### src/ewc_pkg.sv
// constants and types for the exception, wait and status control block
package ewc_pkg;
  localparam int N_IRQ = 8;
  localparam int N_FLAG = 8;
  localparam int N_RST = 6;
  // register byte offsets
  localparam logic [7:0] OFS_BREAK_STATUS = 8'h00;
  localparam logic [7:0] OFS_RESET_CAUSE = 8'h04;
  localparam logic [7:0] OFS_BREAK_FLAG_CONTROL = 8'h08;
  // field positions
  localparam int BIT_WAIT_EXIT = 1;
  localparam int BIT_CLEAR_ENABLE = 0;
  localparam int BIT_POR = 0;
  localparam int BIT_PIN = 1;
  localparam int BIT_WDOG = 2;
  localparam int BIT_ILL_OP = 3;
  localparam int BIT_ILL_ADDR = 4;
  localparam int BIT_LOW_V = 5;
  // values after reset
  localparam logic [7:0] RST_BREAK_STATUS = 8'h00;
  localparam logic [7:0] RST_RESET_CAUSE = 8'h01;
  localparam logic [7:0] RST_BREAK_FLAG_CONTROL = 8'h00;
  // vector codes
  localparam logic [3:0] VEC_SWI = 4'h8;
  localparam logic [3:0] VEC_NONE = 4'hf;
  // cycles from wait exit decision to stacking
  localparam int WAKE_CYCLES = 1;
  typedef enum logic [1:0] {
    ST_RUN = 2'b00,
    ST_WAIT = 2'b01,
    ST_WAKE = 2'b11,
    ST_ENTRY = 2'b10
  } ewc_state_e;
endpackage : ewc_pkg

### src/ewc_exc_ctrl.sv
// exception, wait-mode and break-status controller with apb registers
`timescale 1ns/1ps
`default_nettype none
module ewc_exc_ctrl
  import ewc_pkg::*;
(
  input wire logic sys_clk_in,
  input wire logic srst_in,
  // apb slave
  input wire logic [7:0] paddr_in,
  input wire logic psel_in,
  input wire logic penable_in,
  input wire logic pwrite_in,
  input wire logic [31:0] pwdata_in,
  output logic [31:0] prdata_out,
  output logic pready_out,
  output logic pslverr_out,
  // cpu side
  input wire logic instr_done_in,
  input wire logic imask_in,
  input wire logic swi_exec_in,
  input wire logic rti_exec_in,
  input wire logic wait_exec_in,
  input wire logic entry_ack_in,
  output logic int_start_out,
  output logic [3:0] vector_sel_out,
  output logic stack_pc_minus1_out,
  output logic stack_regs_out,
  output logic stack_high_index_out,
  output logic set_imask_out,
  output logic clear_imask_out,
  output logic unstack_regs_out,
  output logic cpu_clk_en_out,
  output logic periph_clk_en_out,
  // interrupt sources
  input wire logic [N_IRQ-1:0] irq_req_in,
  input wire logic [N_IRQ-1:0] irq_en_in,
  // break and flag protection
  input wire logic break_in,
  input wire logic [N_FLAG-1:0] flag_step1_in,
  input wire logic [N_FLAG-1:0] flag_step2_in,
  output logic [N_FLAG-1:0] flag_clear_out,
  // reset sources and watchdog
  input wire logic por_in,
  input wire logic ext_rst_n_in,
  input wire logic wdog_rst_in,
  input wire logic ill_op_in,
  input wire logic ill_addr_in,
  input wire logic low_v_in,
  input wire logic watchdog_disable_bit_in,
  output logic int_rst_out,
  output logic watchdog_run_out
);

  // priority pick: lowest index wins
  function automatic logic [3:0] pick_irq(input logic [N_IRQ-1:0] req);
    logic [3:0] idx;
    idx = VEC_NONE;
    for (int i = N_IRQ - 1; i >= 0; i--) begin
      if (req[i]) begin
        idx = 4'(i);
      end
    end
    return idx;
  endfunction : pick_irq

  ewc_state_e state_r;
  ewc_state_e state_nxt;
  logic [3:0] vec_r;
  logic pcm1_r;
  logic [N_RST-1:0] rst_raw;
  logic [N_RST-1:0] rst_s1_r;
  logic [N_RST-1:0] rst_s2_r;
  logic any_rst;
  logic [7:0] break_status_r;
  logic [7:0] reset_cause_r;
  logic [7:0] break_flag_control_r;
  logic [N_FLAG-1:0] armed_r;
  logic [N_IRQ-1:0] live_req;
  logic wake_hit;
  logic apb_setup;
  logic apb_access;
  logic apb_wr;
  logic apb_rd;
  logic addr_ok;
  logic [3:0] wake_cnt_r;

  // reset sources come from outside the clock domain: two flip-flops each
  assign rst_raw = {low_v_in, ill_addr_in, ill_op_in, wdog_rst_in, ~ext_rst_n_in, por_in};
  genvar g;
  generate
    for (g = 0; g < N_RST; g++) begin : g_rst_sync
      always_ff @(posedge sys_clk_in) begin
        if (srst_in) begin
          rst_s1_r[g] <= 1'b0;
          rst_s2_r[g] <= 1'b0;
        end else begin
          rst_s1_r[g] <= rst_raw[g];
          rst_s2_r[g] <= rst_s1_r[g];
        end
      end
    end
  endgenerate

  // every source forces the internal reset directly, never arbitrated
  assign any_rst = |rst_s2_r;
  assign int_rst_out = any_rst;

  // enabled requests visible to arbitration
  assign live_req = irq_req_in & irq_en_in;
  assign wake_hit = |live_req;

  // exception sequencer
  always_comb begin
    state_nxt = state_r;
    case (state_r)
      ST_RUN: begin
        if (instr_done_in) begin
          if (swi_exec_in) begin
            state_nxt = ST_ENTRY;
          end else if (!imask_in && wake_hit) begin
            state_nxt = ST_ENTRY;
          end else if (wait_exec_in) begin
            state_nxt = ST_WAIT;
          end
        end
      end
      ST_WAIT: begin
        if (break_in) begin
          state_nxt = ST_RUN;
        end else if (wake_hit) begin
          state_nxt = ST_WAKE;
        end
      end
      ST_WAKE: begin
        if (wake_cnt_r == 4'(WAKE_CYCLES - 1)) begin
          state_nxt = ST_ENTRY;
        end
      end
      ST_ENTRY: begin
        if (entry_ack_in) begin
          state_nxt = ST_RUN;
        end
      end
      default: begin
        state_nxt = ST_RUN;
      end
    endcase
  end

  // state register; any reset source overrides everything
  always_ff @(posedge sys_clk_in) begin
    if (srst_in || any_rst) begin
      state_r <= ST_RUN;
    end else begin
      state_r <= state_nxt;
    end
  end

  // wake delay counter
  always_ff @(posedge sys_clk_in) begin
    if (srst_in || any_rst || state_r != ST_WAKE) begin
      wake_cnt_r <= 4'h0;
    end else begin
      wake_cnt_r <= wake_cnt_r + 4'h1;
    end
  end

  // latch the winner on entry; held untouched until acknowledged
  always_ff @(posedge sys_clk_in) begin
    if (srst_in || any_rst) begin
      vec_r <= VEC_NONE;
      pcm1_r <= 1'b0;
    end else if (state_r != ST_ENTRY && state_nxt == ST_ENTRY) begin
      if (state_r == ST_RUN && swi_exec_in) begin
        vec_r <= VEC_SWI;
        pcm1_r <= 1'b0;
      end else begin
        vec_r <= pick_irq(live_req);
        pcm1_r <= 1'b1;
      end
    end
  end

  // cpu handshake outputs
  assign int_start_out = (state_r == ST_ENTRY);
  assign vector_sel_out = vec_r;
  assign stack_pc_minus1_out = pcm1_r;
  assign stack_regs_out = (state_r == ST_ENTRY);
  assign stack_high_index_out = 1'b0;
  assign set_imask_out = (state_r == ST_ENTRY) && entry_ack_in;
  assign unstack_regs_out = (state_r == ST_RUN) && rti_exec_in && instr_done_in;
  assign clear_imask_out = (state_r == ST_RUN) && (state_nxt == ST_WAIT);
  assign cpu_clk_en_out = (state_r != ST_WAIT) && !any_rst;
  assign periph_clk_en_out = 1'b1;
  assign watchdog_run_out = !watchdog_disable_bit_in;

  // apb decode
  assign apb_setup = psel_in && !penable_in;
  assign apb_access = psel_in && penable_in;
  assign apb_wr = apb_access && pwrite_in && addr_ok;
  assign apb_rd = apb_access && !pwrite_in && addr_ok;
  assign addr_ok = (paddr_in == OFS_BREAK_STATUS) || (paddr_in == OFS_RESET_CAUSE) ||
                   (paddr_in == OFS_BREAK_FLAG_CONTROL);
  assign pready_out = apb_access;

  // read data and error taken in the setup cycle
  always_ff @(posedge sys_clk_in) begin
    if (srst_in) begin
      prdata_out <= 32'h0;
      pslverr_out <= 1'b0;
    end else if (apb_setup) begin
      pslverr_out <= !addr_ok;
      case (paddr_in)
        OFS_BREAK_STATUS: prdata_out <= {24'h0, break_status_r};
        OFS_RESET_CAUSE: prdata_out <= {24'h0, reset_cause_r};
        OFS_BREAK_FLAG_CONTROL: prdata_out <= {24'h0, break_flag_control_r};
        default: prdata_out <= 32'h0;
      endcase
    end
  end

  // wait exit flag: set by break in wait, cleared by writing zero or any reset
  always_ff @(posedge sys_clk_in) begin
    if (srst_in || any_rst) begin
      break_status_r <= RST_BREAK_STATUS;
    end else if (state_r == ST_WAIT && break_in) begin
      break_status_r[BIT_WAIT_EXIT] <= 1'b1;
    end else if (apb_wr && paddr_in == OFS_BREAK_STATUS && !pwdata_in[BIT_WAIT_EXIT]) begin
      break_status_r[BIT_WAIT_EXIT] <= 1'b0;
    end
  end

  // break clear enable register
  always_ff @(posedge sys_clk_in) begin
    if (srst_in || any_rst) begin
      break_flag_control_r <= RST_BREAK_FLAG_CONTROL;
    end else if (apb_wr && paddr_in == OFS_BREAK_FLAG_CONTROL) begin
      break_flag_control_r <= {7'h0, pwdata_in[BIT_CLEAR_ENABLE]};
    end
  end

  // reset cause: power on sets only its flag, others accumulate, read clears
  always_ff @(posedge sys_clk_in) begin
    if (srst_in) begin
      reset_cause_r <= RST_RESET_CAUSE;
    end else if (rst_s2_r[BIT_POR]) begin
      reset_cause_r <= RST_RESET_CAUSE;
    end else if (any_rst) begin
      reset_cause_r <= reset_cause_r | {2'h0, rst_s2_r};
    end else if (apb_rd && paddr_in == OFS_RESET_CAUSE) begin
      reset_cause_r <= 8'h00;
    end
  end

  // first step of two-step clears is remembered across break
  always_ff @(posedge sys_clk_in) begin
    if (srst_in || any_rst) begin
      armed_r <= '0;
    end else begin
      armed_r <= (armed_r | flag_step1_in) & ~flag_clear_out;
    end
  end

  // clear strobes to peripherals, blocked in break unless enabled
  always_ff @(posedge sys_clk_in) begin
    if (srst_in || any_rst) begin
      flag_clear_out <= '0;
    end else if (break_in && !break_flag_control_r[BIT_CLEAR_ENABLE]) begin
      flag_clear_out <= '0;
    end else begin
      flag_clear_out <= flag_step2_in & (armed_r | flag_step1_in);
    end
  end

  // checks
  a_wake_then_stack: assert property (@(posedge sys_clk_in) disable iff (srst_in || any_rst)
    (state_r == ST_WAIT && !break_in && wake_hit) |=> ##1 int_start_out)
    else $error("stacking did not start one cycle after wake");
  a_swi_ignores_mask: assert property (@(posedge sys_clk_in) disable iff (srst_in || any_rst)
    (state_r == ST_RUN && instr_done_in && swi_exec_in) |=>
    (int_start_out && vector_sel_out == VEC_SWI && !stack_pc_minus1_out))
    else $error("software interrupt not entered");
  a_mask_blocks_hw: assert property (@(posedge sys_clk_in) disable iff (srst_in || any_rst)
    (state_r == ST_RUN && !swi_exec_in && imask_in) |=> !int_start_out)
    else $error("hardware entry while masked");
  a_no_mid_instr: assert property (@(posedge sys_clk_in) disable iff (srst_in || any_rst)
    (state_r == ST_RUN && !instr_done_in) |=> !int_start_out)
    else $error("entry before instruction end");
  a_vector_held: assert property (@(posedge sys_clk_in) disable iff (srst_in || any_rst)
    (int_start_out && !entry_ack_in) |=> $stable(vector_sel_out))
    else $error("latched vector changed");
  a_prio_pick: assert property (@(posedge sys_clk_in) disable iff (srst_in || any_rst)
    (state_r == ST_RUN && instr_done_in && !swi_exec_in && !imask_in && live_req[0]) |=>
    (vector_sel_out == 4'h0 && stack_pc_minus1_out))
    else $error("highest priority request not chosen");
  a_reset_wins: assert property (@(posedge sys_clk_in) disable iff (srst_in)
    any_rst |=> (state_r == ST_RUN && !int_start_out))
    else $error("reset did not override exception");
  a_break_protect: assert property (@(posedge sys_clk_in) disable iff (srst_in)
    (break_in && !break_flag_control_r[BIT_CLEAR_ENABLE]) |=> flag_clear_out == '0)
    else $error("flag cleared in protected break");
  a_wait_exit_set: assert property (@(posedge sys_clk_in) disable iff (srst_in || any_rst)
    (state_r == ST_WAIT && break_in) |=> break_status_r[BIT_WAIT_EXIT])
    else $error("break wait exit flag not set");
  a_cause_rd_clr: assert property (@(posedge sys_clk_in) disable iff (srst_in || any_rst)
    (apb_rd && paddr_in == OFS_RESET_CAUSE) |=> reset_cause_r == 8'h00)
    else $error("reset cause not cleared by read");

  // return at a boundary must pull the stacked registers back
  a_rti_unstack: assert property (@(posedge sys_clk_in) disable iff (srst_in || any_rst)
    (state_r == ST_RUN && instr_done_in && rti_exec_in) |-> unstack_regs_out)
    else $error("return did not unstack registers");

  // the mask is raised in the very cycle the cpu finishes stacking
  a_entry_sets_mask: assert property (@(posedge sys_clk_in) disable iff (srst_in || any_rst)
    (int_start_out && entry_ack_in) |-> set_imask_out)
    else $error("entry did not set the mask");

  // wait with nothing to serve stops the cpu clock on the next cycle
  a_wait_stops_cpu: assert property (@(posedge sys_clk_in) disable iff (srst_in || any_rst)
    (state_r == ST_RUN && instr_done_in && !swi_exec_in && (imask_in || !wake_hit) &&
     wait_exec_in) |=> (state_r == ST_WAIT && !cpu_clk_en_out))
    else $error("wait did not stop the cpu clock");

  // wait entry also drops the global mask so a wake can be taken
  a_wait_clr_mask: assert property (@(posedge sys_clk_in) disable iff (srst_in || any_rst)
    (state_r == ST_RUN && instr_done_in && !swi_exec_in && (imask_in || !wake_hit) &&
     wait_exec_in) |-> clear_imask_out)
    else $error("wait did not clear the mask");

  // break leaves wait straight back to run
  a_break_exits_wait: assert property (@(posedge sys_clk_in) disable iff (srst_in || any_rst)
    (state_r == ST_WAIT && break_in) |=> state_r == ST_RUN)
    else $error("break did not end wait");

  // unmasked enabled request at a boundary enters with pc minus one
  a_hw_entry_pc: assert property (@(posedge sys_clk_in) disable iff (srst_in || any_rst)
    (state_r == ST_RUN && instr_done_in && !swi_exec_in && !imask_in && wake_hit) |=>
    (int_start_out && stack_pc_minus1_out && vector_sel_out < 4'h8))
    else $error("hardware entry malformed");

  // any reset source wipes the wait exit flag
  a_status_rst_clr: assert property (@(posedge sys_clk_in) disable iff (srst_in)
    any_rst |=> !break_status_r[BIT_WAIT_EXIT])
    else $error("reset left wait exit flag set");

  // a zero written to the flag clears it unless a new set arrives
  a_status_wr_clr: assert property (@(posedge sys_clk_in) disable iff (srst_in || any_rst)
    (apb_wr && paddr_in == OFS_BREAK_STATUS && !pwdata_in[BIT_WAIT_EXIT] &&
     !(state_r == ST_WAIT && break_in)) |=> !break_status_r[BIT_WAIT_EXIT])
    else $error("writing zero did not clear wait exit flag");

  // power on leaves only its own cause flag
  a_por_cause: assert property (@(posedge sys_clk_in) disable iff (srst_in)
    rst_s2_r[BIT_POR] |=> reset_cause_r == RST_RESET_CAUSE)
    else $error("power on cause not exclusive");

  // without power on, every active source is recorded in the cause register
  a_cause_records: assert property (@(posedge sys_clk_in) disable iff (srst_in)
    (any_rst && !rst_s2_r[BIT_POR]) |=>
    (reset_cause_r & {2'h0, $past(rst_s2_r)}) == {2'h0, $past(rst_s2_r)})
    else $error("reset source not recorded");

  // a second step outside break completes an armed clear
  a_second_step: assert property (@(posedge sys_clk_in) disable iff (srst_in || any_rst)
    (!break_in && flag_step2_in[0] && armed_r[0]) |=> flag_clear_out[0])
    else $error("second step did not clear flag");

  // reset sources stop the cpu clock while they stand
  a_rst_stops_cpu: assert property (@(posedge sys_clk_in) disable iff (srst_in)
    any_rst |-> !cpu_clk_en_out)
    else $error("cpu clock ran during reset");

endmodule : ewc_exc_ctrl
`default_nettype wire

### config.mk
export PLATFORM = sky130hd
export DESIGN_NAME = ewc_exc_ctrl
export DESIGN_NICKNAME = d
export VERILOG_FILES = /design/src/ewc_pkg.sv /design/src/ewc_exc_ctrl.sv
export SDC_FILE = /design/constraint.sdc
export NUM_CORES = 1
export LEC_CHECK = 0
export BUFFER_PORTS_ARGS = -buffer_cell sky130_fd_sc_hd__buf_2
export CAP_MARGIN = 40
export CORE_MARGIN = 10
export CORE_UTILIZATION = 38
export DETAILED_ROUTE_END_ITERATION = 10
export PLACE_DENSITY_LB_ADDON = 0.2
export SLEW_MARGIN = 10
export SYNTH_ARGS = -nofsm -noshare
export SYNTH_HDL_FRONTEND = slang
export SYNTH_SLANG_ARGS = --single-unit
### constraint.sdc
create_clock -name sys_clk_in -period 1.5 [get_ports sys_clk_in]
set_input_delay 0.15 -clock sys_clk_in [delete_from_list [all_inputs] [get_ports sys_clk_in]]
set_output_delay 0.15 -clock sys_clk_in [all_outputs]
set_load 0.02 [all_outputs]
; Word level (Yosys, flattened, before mapping)
; Index checks and enable logic that the tools add are counted.
[word_totals]
word_cells = 106
in_bits = 91
regBits = 82
out_inout_bits = 57
[op_classes]
reduce_logical = 41
n_bitwise = 7
n_mux = 24
n_eq_ne = 10
addsub = 1
[op_table]
columns = operator, count
row1 = $mux 4, 9
row2 = $and 8x8->8, 3
row3 = $pmux 8 s3, 1
row4 = $logic_and 1x1->1, 20
row5 = $mux 2, 8
row6 = $mux 8, 2
row7 = $eq 8x3->1 const B, 1
row8 = $eq 8x4->1 const B, 1
row9 = $logic_not 1->1, 8
row10 = $logic_not 8->1, 1
row11 = $not 8->8, 1
row12 = $or 8x6->8, 1
row13 = $or 8x8->8, 1
row14 = $pmux 2 s4, 1
row15 = $reduce_or 8->1, 1
row16 = $eq 2x2->1 const B, 3
row17 = $reduce_or 6->1, 1
row18 = $add 4x1->4 const B, 1
row19 = $eq 2x1->1 const B, 2
row20 = $logic_not 4->1, 1
row21 = $logic_or 1x1->1, 4
row22 = $ne 2x2->1 const B, 2
row23 = $reduce_bool 2->1, 2
row24 = $reduce_or 2->1, 2
row25 = other kinds (4), 6

; Logic depth before layout (Yosys ltp)
[depth]
depth_word = 10
ltp_mapped = 6
ltp_nobuf = 6

; Worst setup path after synthesis
; OpenSTA, ideal clock, no wires.
[synth_path]
path_kind = reg-to-reg
startpoint = register rst_s2_r[3]
endpoint = register vec_r[3] (netlist: vector_sel_out[3])
setup_time_ns = 0.144
arrival_time_ns = 1.441
setup_slack_ns = -0.085
path_stages_with_launch = 7
period_less_slack_ns = 1.585
required_ns = 1.356
path_buffers = 1
path_cell_list = dfxtp_1 -> nor4_1 -> nand2_1 -> or2_1 -> buf_2 -> a211oi_1 -> a41oi_1
[synth_between]
elab_chain_cells = 2
[synth_rtl]
columns = element, line
row1 = "start, declared", ewc_exc_ctrl.sv:73  ; logic [N_RST-1:0] rst_s2_r;
row2 = "start signal, assigned by index", ewc_exc_ctrl.sv:99  ; rst_s2_r[g] <= rst_s1_r[g];
row3 = $reduce_or 6->1, ewc_exc_ctrl.sv:106  ; assign any_rst = |rst_s2_r;
row4 = via int_rst_out, ewc_exc_ctrl.sv:51  ; output logic int_rst_out,
row5 = $logic_or 1x1->1, ewc_exc_ctrl.sv:171  ; if (srst_in || any_rst) begin
row6 = "end signal, assigned", ewc_exc_ctrl.sv:179  ; vec_r <= pick_irq(live_req);
row7 = "end, declared", ewc_exc_ctrl.sv:69  ; logic [3:0] vec_r;
; The timed path passes the listed nets, and every way through them passes these cells.
; A chain may end at the register's enable or synchronous reset.

; Worst setup path in the final report
[layout_path]
startpoint = register rst_s2_r[4]
endpoint = register armed_r[2]
[layout_between]
elab_chain_cells = 2
[layout_rtl]
columns = element, line
row1 = $reduce_or 6->1, ewc_exc_ctrl.sv:106
row2 = $logic_or 1x1->1, ewc_exc_ctrl.sv:258  ; if (srst_in || any_rst) begin
row3 = "end signal, assigned", ewc_exc_ctrl.sv:261  ; armed_r <= (armed_r | flag_step1_in) & ~flag_clear_out;
row4 = "end, declared", ewc_exc_ctrl.sv:78  ; logic [N_FLAG-1:0] armed_r;
; Every way passes these cells.

==> flow_metrics.env <==
export IMPL_required_ns=1.74
export IMPL_track_usage_pct=12.5
export IMPL_cp_arrival_ns=1.80
export IMPL_fillers=535
export IMPL_setup_viol=13
export IMPL_async_reset_ff_share_pct=0
export IMPL_antenna_found_initial=0
export IMPL_hold_depth=2
export IMPL_fp_row_count=28
export IMPL_io_pins=148
export IMPL_grt_max_degree=22
export IMPL_cts_buffers=5
export IMPL_cp_start_kind="flop"
export IMPL_ys_warn_count=0
export IMPL_vdd_drop_max_mv=0.650
export IMPL_gp_congestion=0.775
export IMPL_hp_class="input pin to flop"
export IMPL_synth_area_mm2=0.00234
export IMPL_worst_skew_pair_late_latency_ns=0.31
export IMPL_r2r_start="rst_s2_r[4]"
export IMPL_vias_per_cell=4.74
export IMPL_hp_start="ill_addr_in"
export IMPL_overflow=0
export IMPL_placed_cell_area_mm2=0.00296
export IMPL_p_switching_uw=881
export IMPL_hold_violations=0
export IMPL_fin_area_mm2=0.00345
export IMPL_final_antenna_net_count=0
export IMPL_grt_pass1_wl_mm=10.3
export IMPL_portBuffers=91
export IMPL_postLayoutCoreUtil_pct=57.9
export IMPL_die_x_um=98.4
export IMPL_power_density_mw_per_mm2=971
export IMPL_timing_fmax_mhz=641
export IMPL_layout_commonest_cell="buf_2"
export IMPL_cts_root_buf="clkbuf_8"
export IMPL_yosysSeqAreaShare_pct=47.1
export IMPL_start_util_pct=39.2
export IMPL_clk_transition_reported_paths_ns=0.10
export IMPL_synth_area_leader_cell="dfxtp_1"
export IMPL_grt_setup_unrepaired="yes"
export IMPL_drt_iter0_drc=63
export IMPL_endpoint_kind="flop"
export IMPL_setup_ws_ns=-0.0596
export IMPL_status="complete, but fails checks"
export IMPL_first_pass_iters=4
export IMPL_final_min_clock_period_ns=1.56
export IMPL_regToRegEndpoint="armed_r[2]"
export IMPL_violations="negative setup slack"
export IMPL_ys_flop_type="dfxtp_1"
export IMPL_grt_pass1_vias=2140
export IMPL_maxCapViolations=0
export IMPL_mostFrequentLayoutCells="88 x buf_2, 51 x dfxtp_1, 33 x nor2_1"
export IMPL_power_frac_seq_pct=46.0
export IMPL_reg2regPathDepth=6
export IMPL_avgRoutedWirePerCell_um=14.7
export IMPL_core_mm2=0.00596
export IMPL_finClkSkew_ns=0.00458
export IMPL_drive_above_1_share_pct=47.7
export IMPL_internal_power_uw=2470
export IMPL_fin_nets=465
export IMPL_p_sw_share_pct=26.3
export IMPL_synth_seq_cells=55
export IMPL_p_clk_share_pct=35.3
export IMPL_timing_final_crit_share_pct=104
export IMPL_chipHeight_um=98.4
export IMPL_final_seq_area_mm2=0.00111
export IMPL_syn_area_per_cell_um2=9.27
export IMPL_area_delta_synth_final_pct=47.7
export IMPL_hpwl_mm=5.13
export IMPL_hold_path_end="rst_s1_r[4]"
export IMPL_combPwrFrac_pct=18.7
export IMPL_dieArea_mm2=0.00968
export IMPL_worstPathMaxFanout=6
export IMPL_slew_violations=0
export IMPL_wirelength_mm=6.59
export IMPL_p_total_uw=3350
export IMPL_syn_inst=252
export IMPL_crit_type="flop to flop"
export IMPL_cts_buffer_depth=2
export IMPL_synth_edf_count=0
export IMPL_post_synth_top_area_fraction_pct=47.1
export IMPL_drc_errors=0
export IMPL_leakage_uw=0.00155
export IMPL_vias=2129
export IMPL_clock_sinks=55
export IMPL_multi_input_area_mm2=0.00129
export IMPL_cts_tree="yes"
export IMPL_ctsHtreeMaxLevel=2
export IMPL_r2r_slack_ns=-0.06
export IMPL_synthTopCellsByArea="dfxtp_1 47%, buf_4 9.0%, nor2_1 6.1%"
export IMPL_yosys_cell_types_count=50
per-stage QoR:
step                      hold slack [ns]  worst slack, ns  std cells  TNS [ns]
after CTS                          0.0370          -0.0653        447    -0.286
after floorplan                     0.217         -0.00531        276  -0.00531
final                              0.0451          -0.0596        449    -0.428
after global placement              0.306          -0.0904        435    -0.668
after detailed placement            0.303           -0.121        435    -0.964
after global routing               0.0324           -0.126        448     -2.14
logic make-up after synthesis:
logic type	share of synthesized area, %
AND/OR/NAND/NOR	25.2
flip-flops	47.1
buffers and inverters	11.9
AO/OA/AOI/OAI	12.7
adder cells (fa/ha/maj)	1.07
other	0.321
XOR/XNOR	0.750
multiplexers	0.857
sequential cells by signal, summed over array words and instances (netlist names):
register and cells:
break_flag_control_r 1, reset_cause_r 6, vector_sel_out 4, armed_r 8, flag_clear_out 8, break_status_r 1, stack_pc_minus1_out 1, pslverr_out 1
rst_s2_r 6, prdata_out 7, rst_s1_r 6, state_r 2, wake_cnt_r 4
Yosys cell counts (2+ instances only):
| master | count |
|---|---|
| buf_4 | 28 |
| nand2_1 | 11 |
| and2_1 | 2 |
| a222oi_1 | 2 |
| a21oi_1 | 6 |
| buf_2 | 3 |
| o41ai_1 | 2 |
| nor4_1 | 2 |
| clkbuf_1 | 3 |
| nor3_1 | 10 |
| a221oi_1 | 2 |
| nor2b_1 | 14 |
| a22oi_1 | 5 |
| conb_1 | 2 |
| a211oi_1 | 5 |
| o21ai_0 | 2 |
| or3b_2 | 2 |
| nor3b_1 | 9 |
| inv_1 | 8 |
| nand2b_1 | 3 |
| dfxtp_1 | 55 |
| mux2i_1 | 2 |
| a31oi_1 | 3 |
| ha_1 | 2 |
| nor2_1 | 38 |
| nand3_1 | 6 |
| a32oi_1 | 2 |
how the worst max path moves through the flow:
| stage | from | to | slack [ns] | cells after the start |
|---|---|---|---|---|
| after floorplan | rst_s2_r[3] | vector_sel_out[3] | -0.005 | 6 |
| after global placement | state_r[0] | vector_sel_out[3] | -0.09 | 5 |
| after detailed placement | state_r[0] | vector_sel_out[3] | -0.12 | 5 |
| after CTS | rst_s2_r[4] | int_rst_out | -0.07 | 5 |
| after global routing | rst_s2_r[4] | vector_sel_out[3] | -0.13 | 6 |
| final | rst_s2_r[4] | armed_r[2] | -0.06 | 6 |
power groups by stage:
stage / Clock [uW] / Combinational [uW] / Sequential [uW]
final: 1180 / 625 / 1540
after global routing: 1270 / 676 / 1550
after CTS: 1210 / 557 / 1540
after detailed placement: 0 / 498 / 1570
after global placement: 0 / 491 / 1570
after floorplan: 0 / 308 / 1580
area by class of cell:
| class | instances | share of cell area (%) |
|---|---|---|
| Timing Repair Buffer | 124 | 22.6 |
| Tap cell | 75 | 2.72 |
| Clock buffer | 5 | 1.99 |
| Sequential cell | 55 | 32.1 |
| Clock inverter | 3 | 2.07 |
| Antenna cell | 1 | 0.0725 |
| Multi-Input combinational cell | 178 | 37.5 |
| Inverter | 8 | 0.870 |
worst max-delay path, cell delays in order, from the launching register on:
cell	delay [ns]
dfxtp_2	0.35
nor4_4	0.27
nand2_2	0.11
buf_4	0.15
or2_4	0.29
clkbuf_16	0.19
nor3_2	0.14
routing by layer:
metal  wire (um)  vias up  GRT usage [%]  share of wire, %
li1            -     1068              -                 -
met1        2710      961           14.4                41
met2        2950       92           19.0                45
met3         834        8           7.40                13
met4          86        0           3.75               1.3
met5           0        -              0                 0
what timing repair did:
item / CTS / global route
setup endpoints to repair: 22 / 34
gates cloned: 0 / 1
gates resized for setup: 36 / 33
setup buffers: 3 / 0
endpoints found under the hold margin: 1 / 0
hold buffers: 1 / 0
pin swaps: 10 / 18
Power figures use the tool's default switching activity.
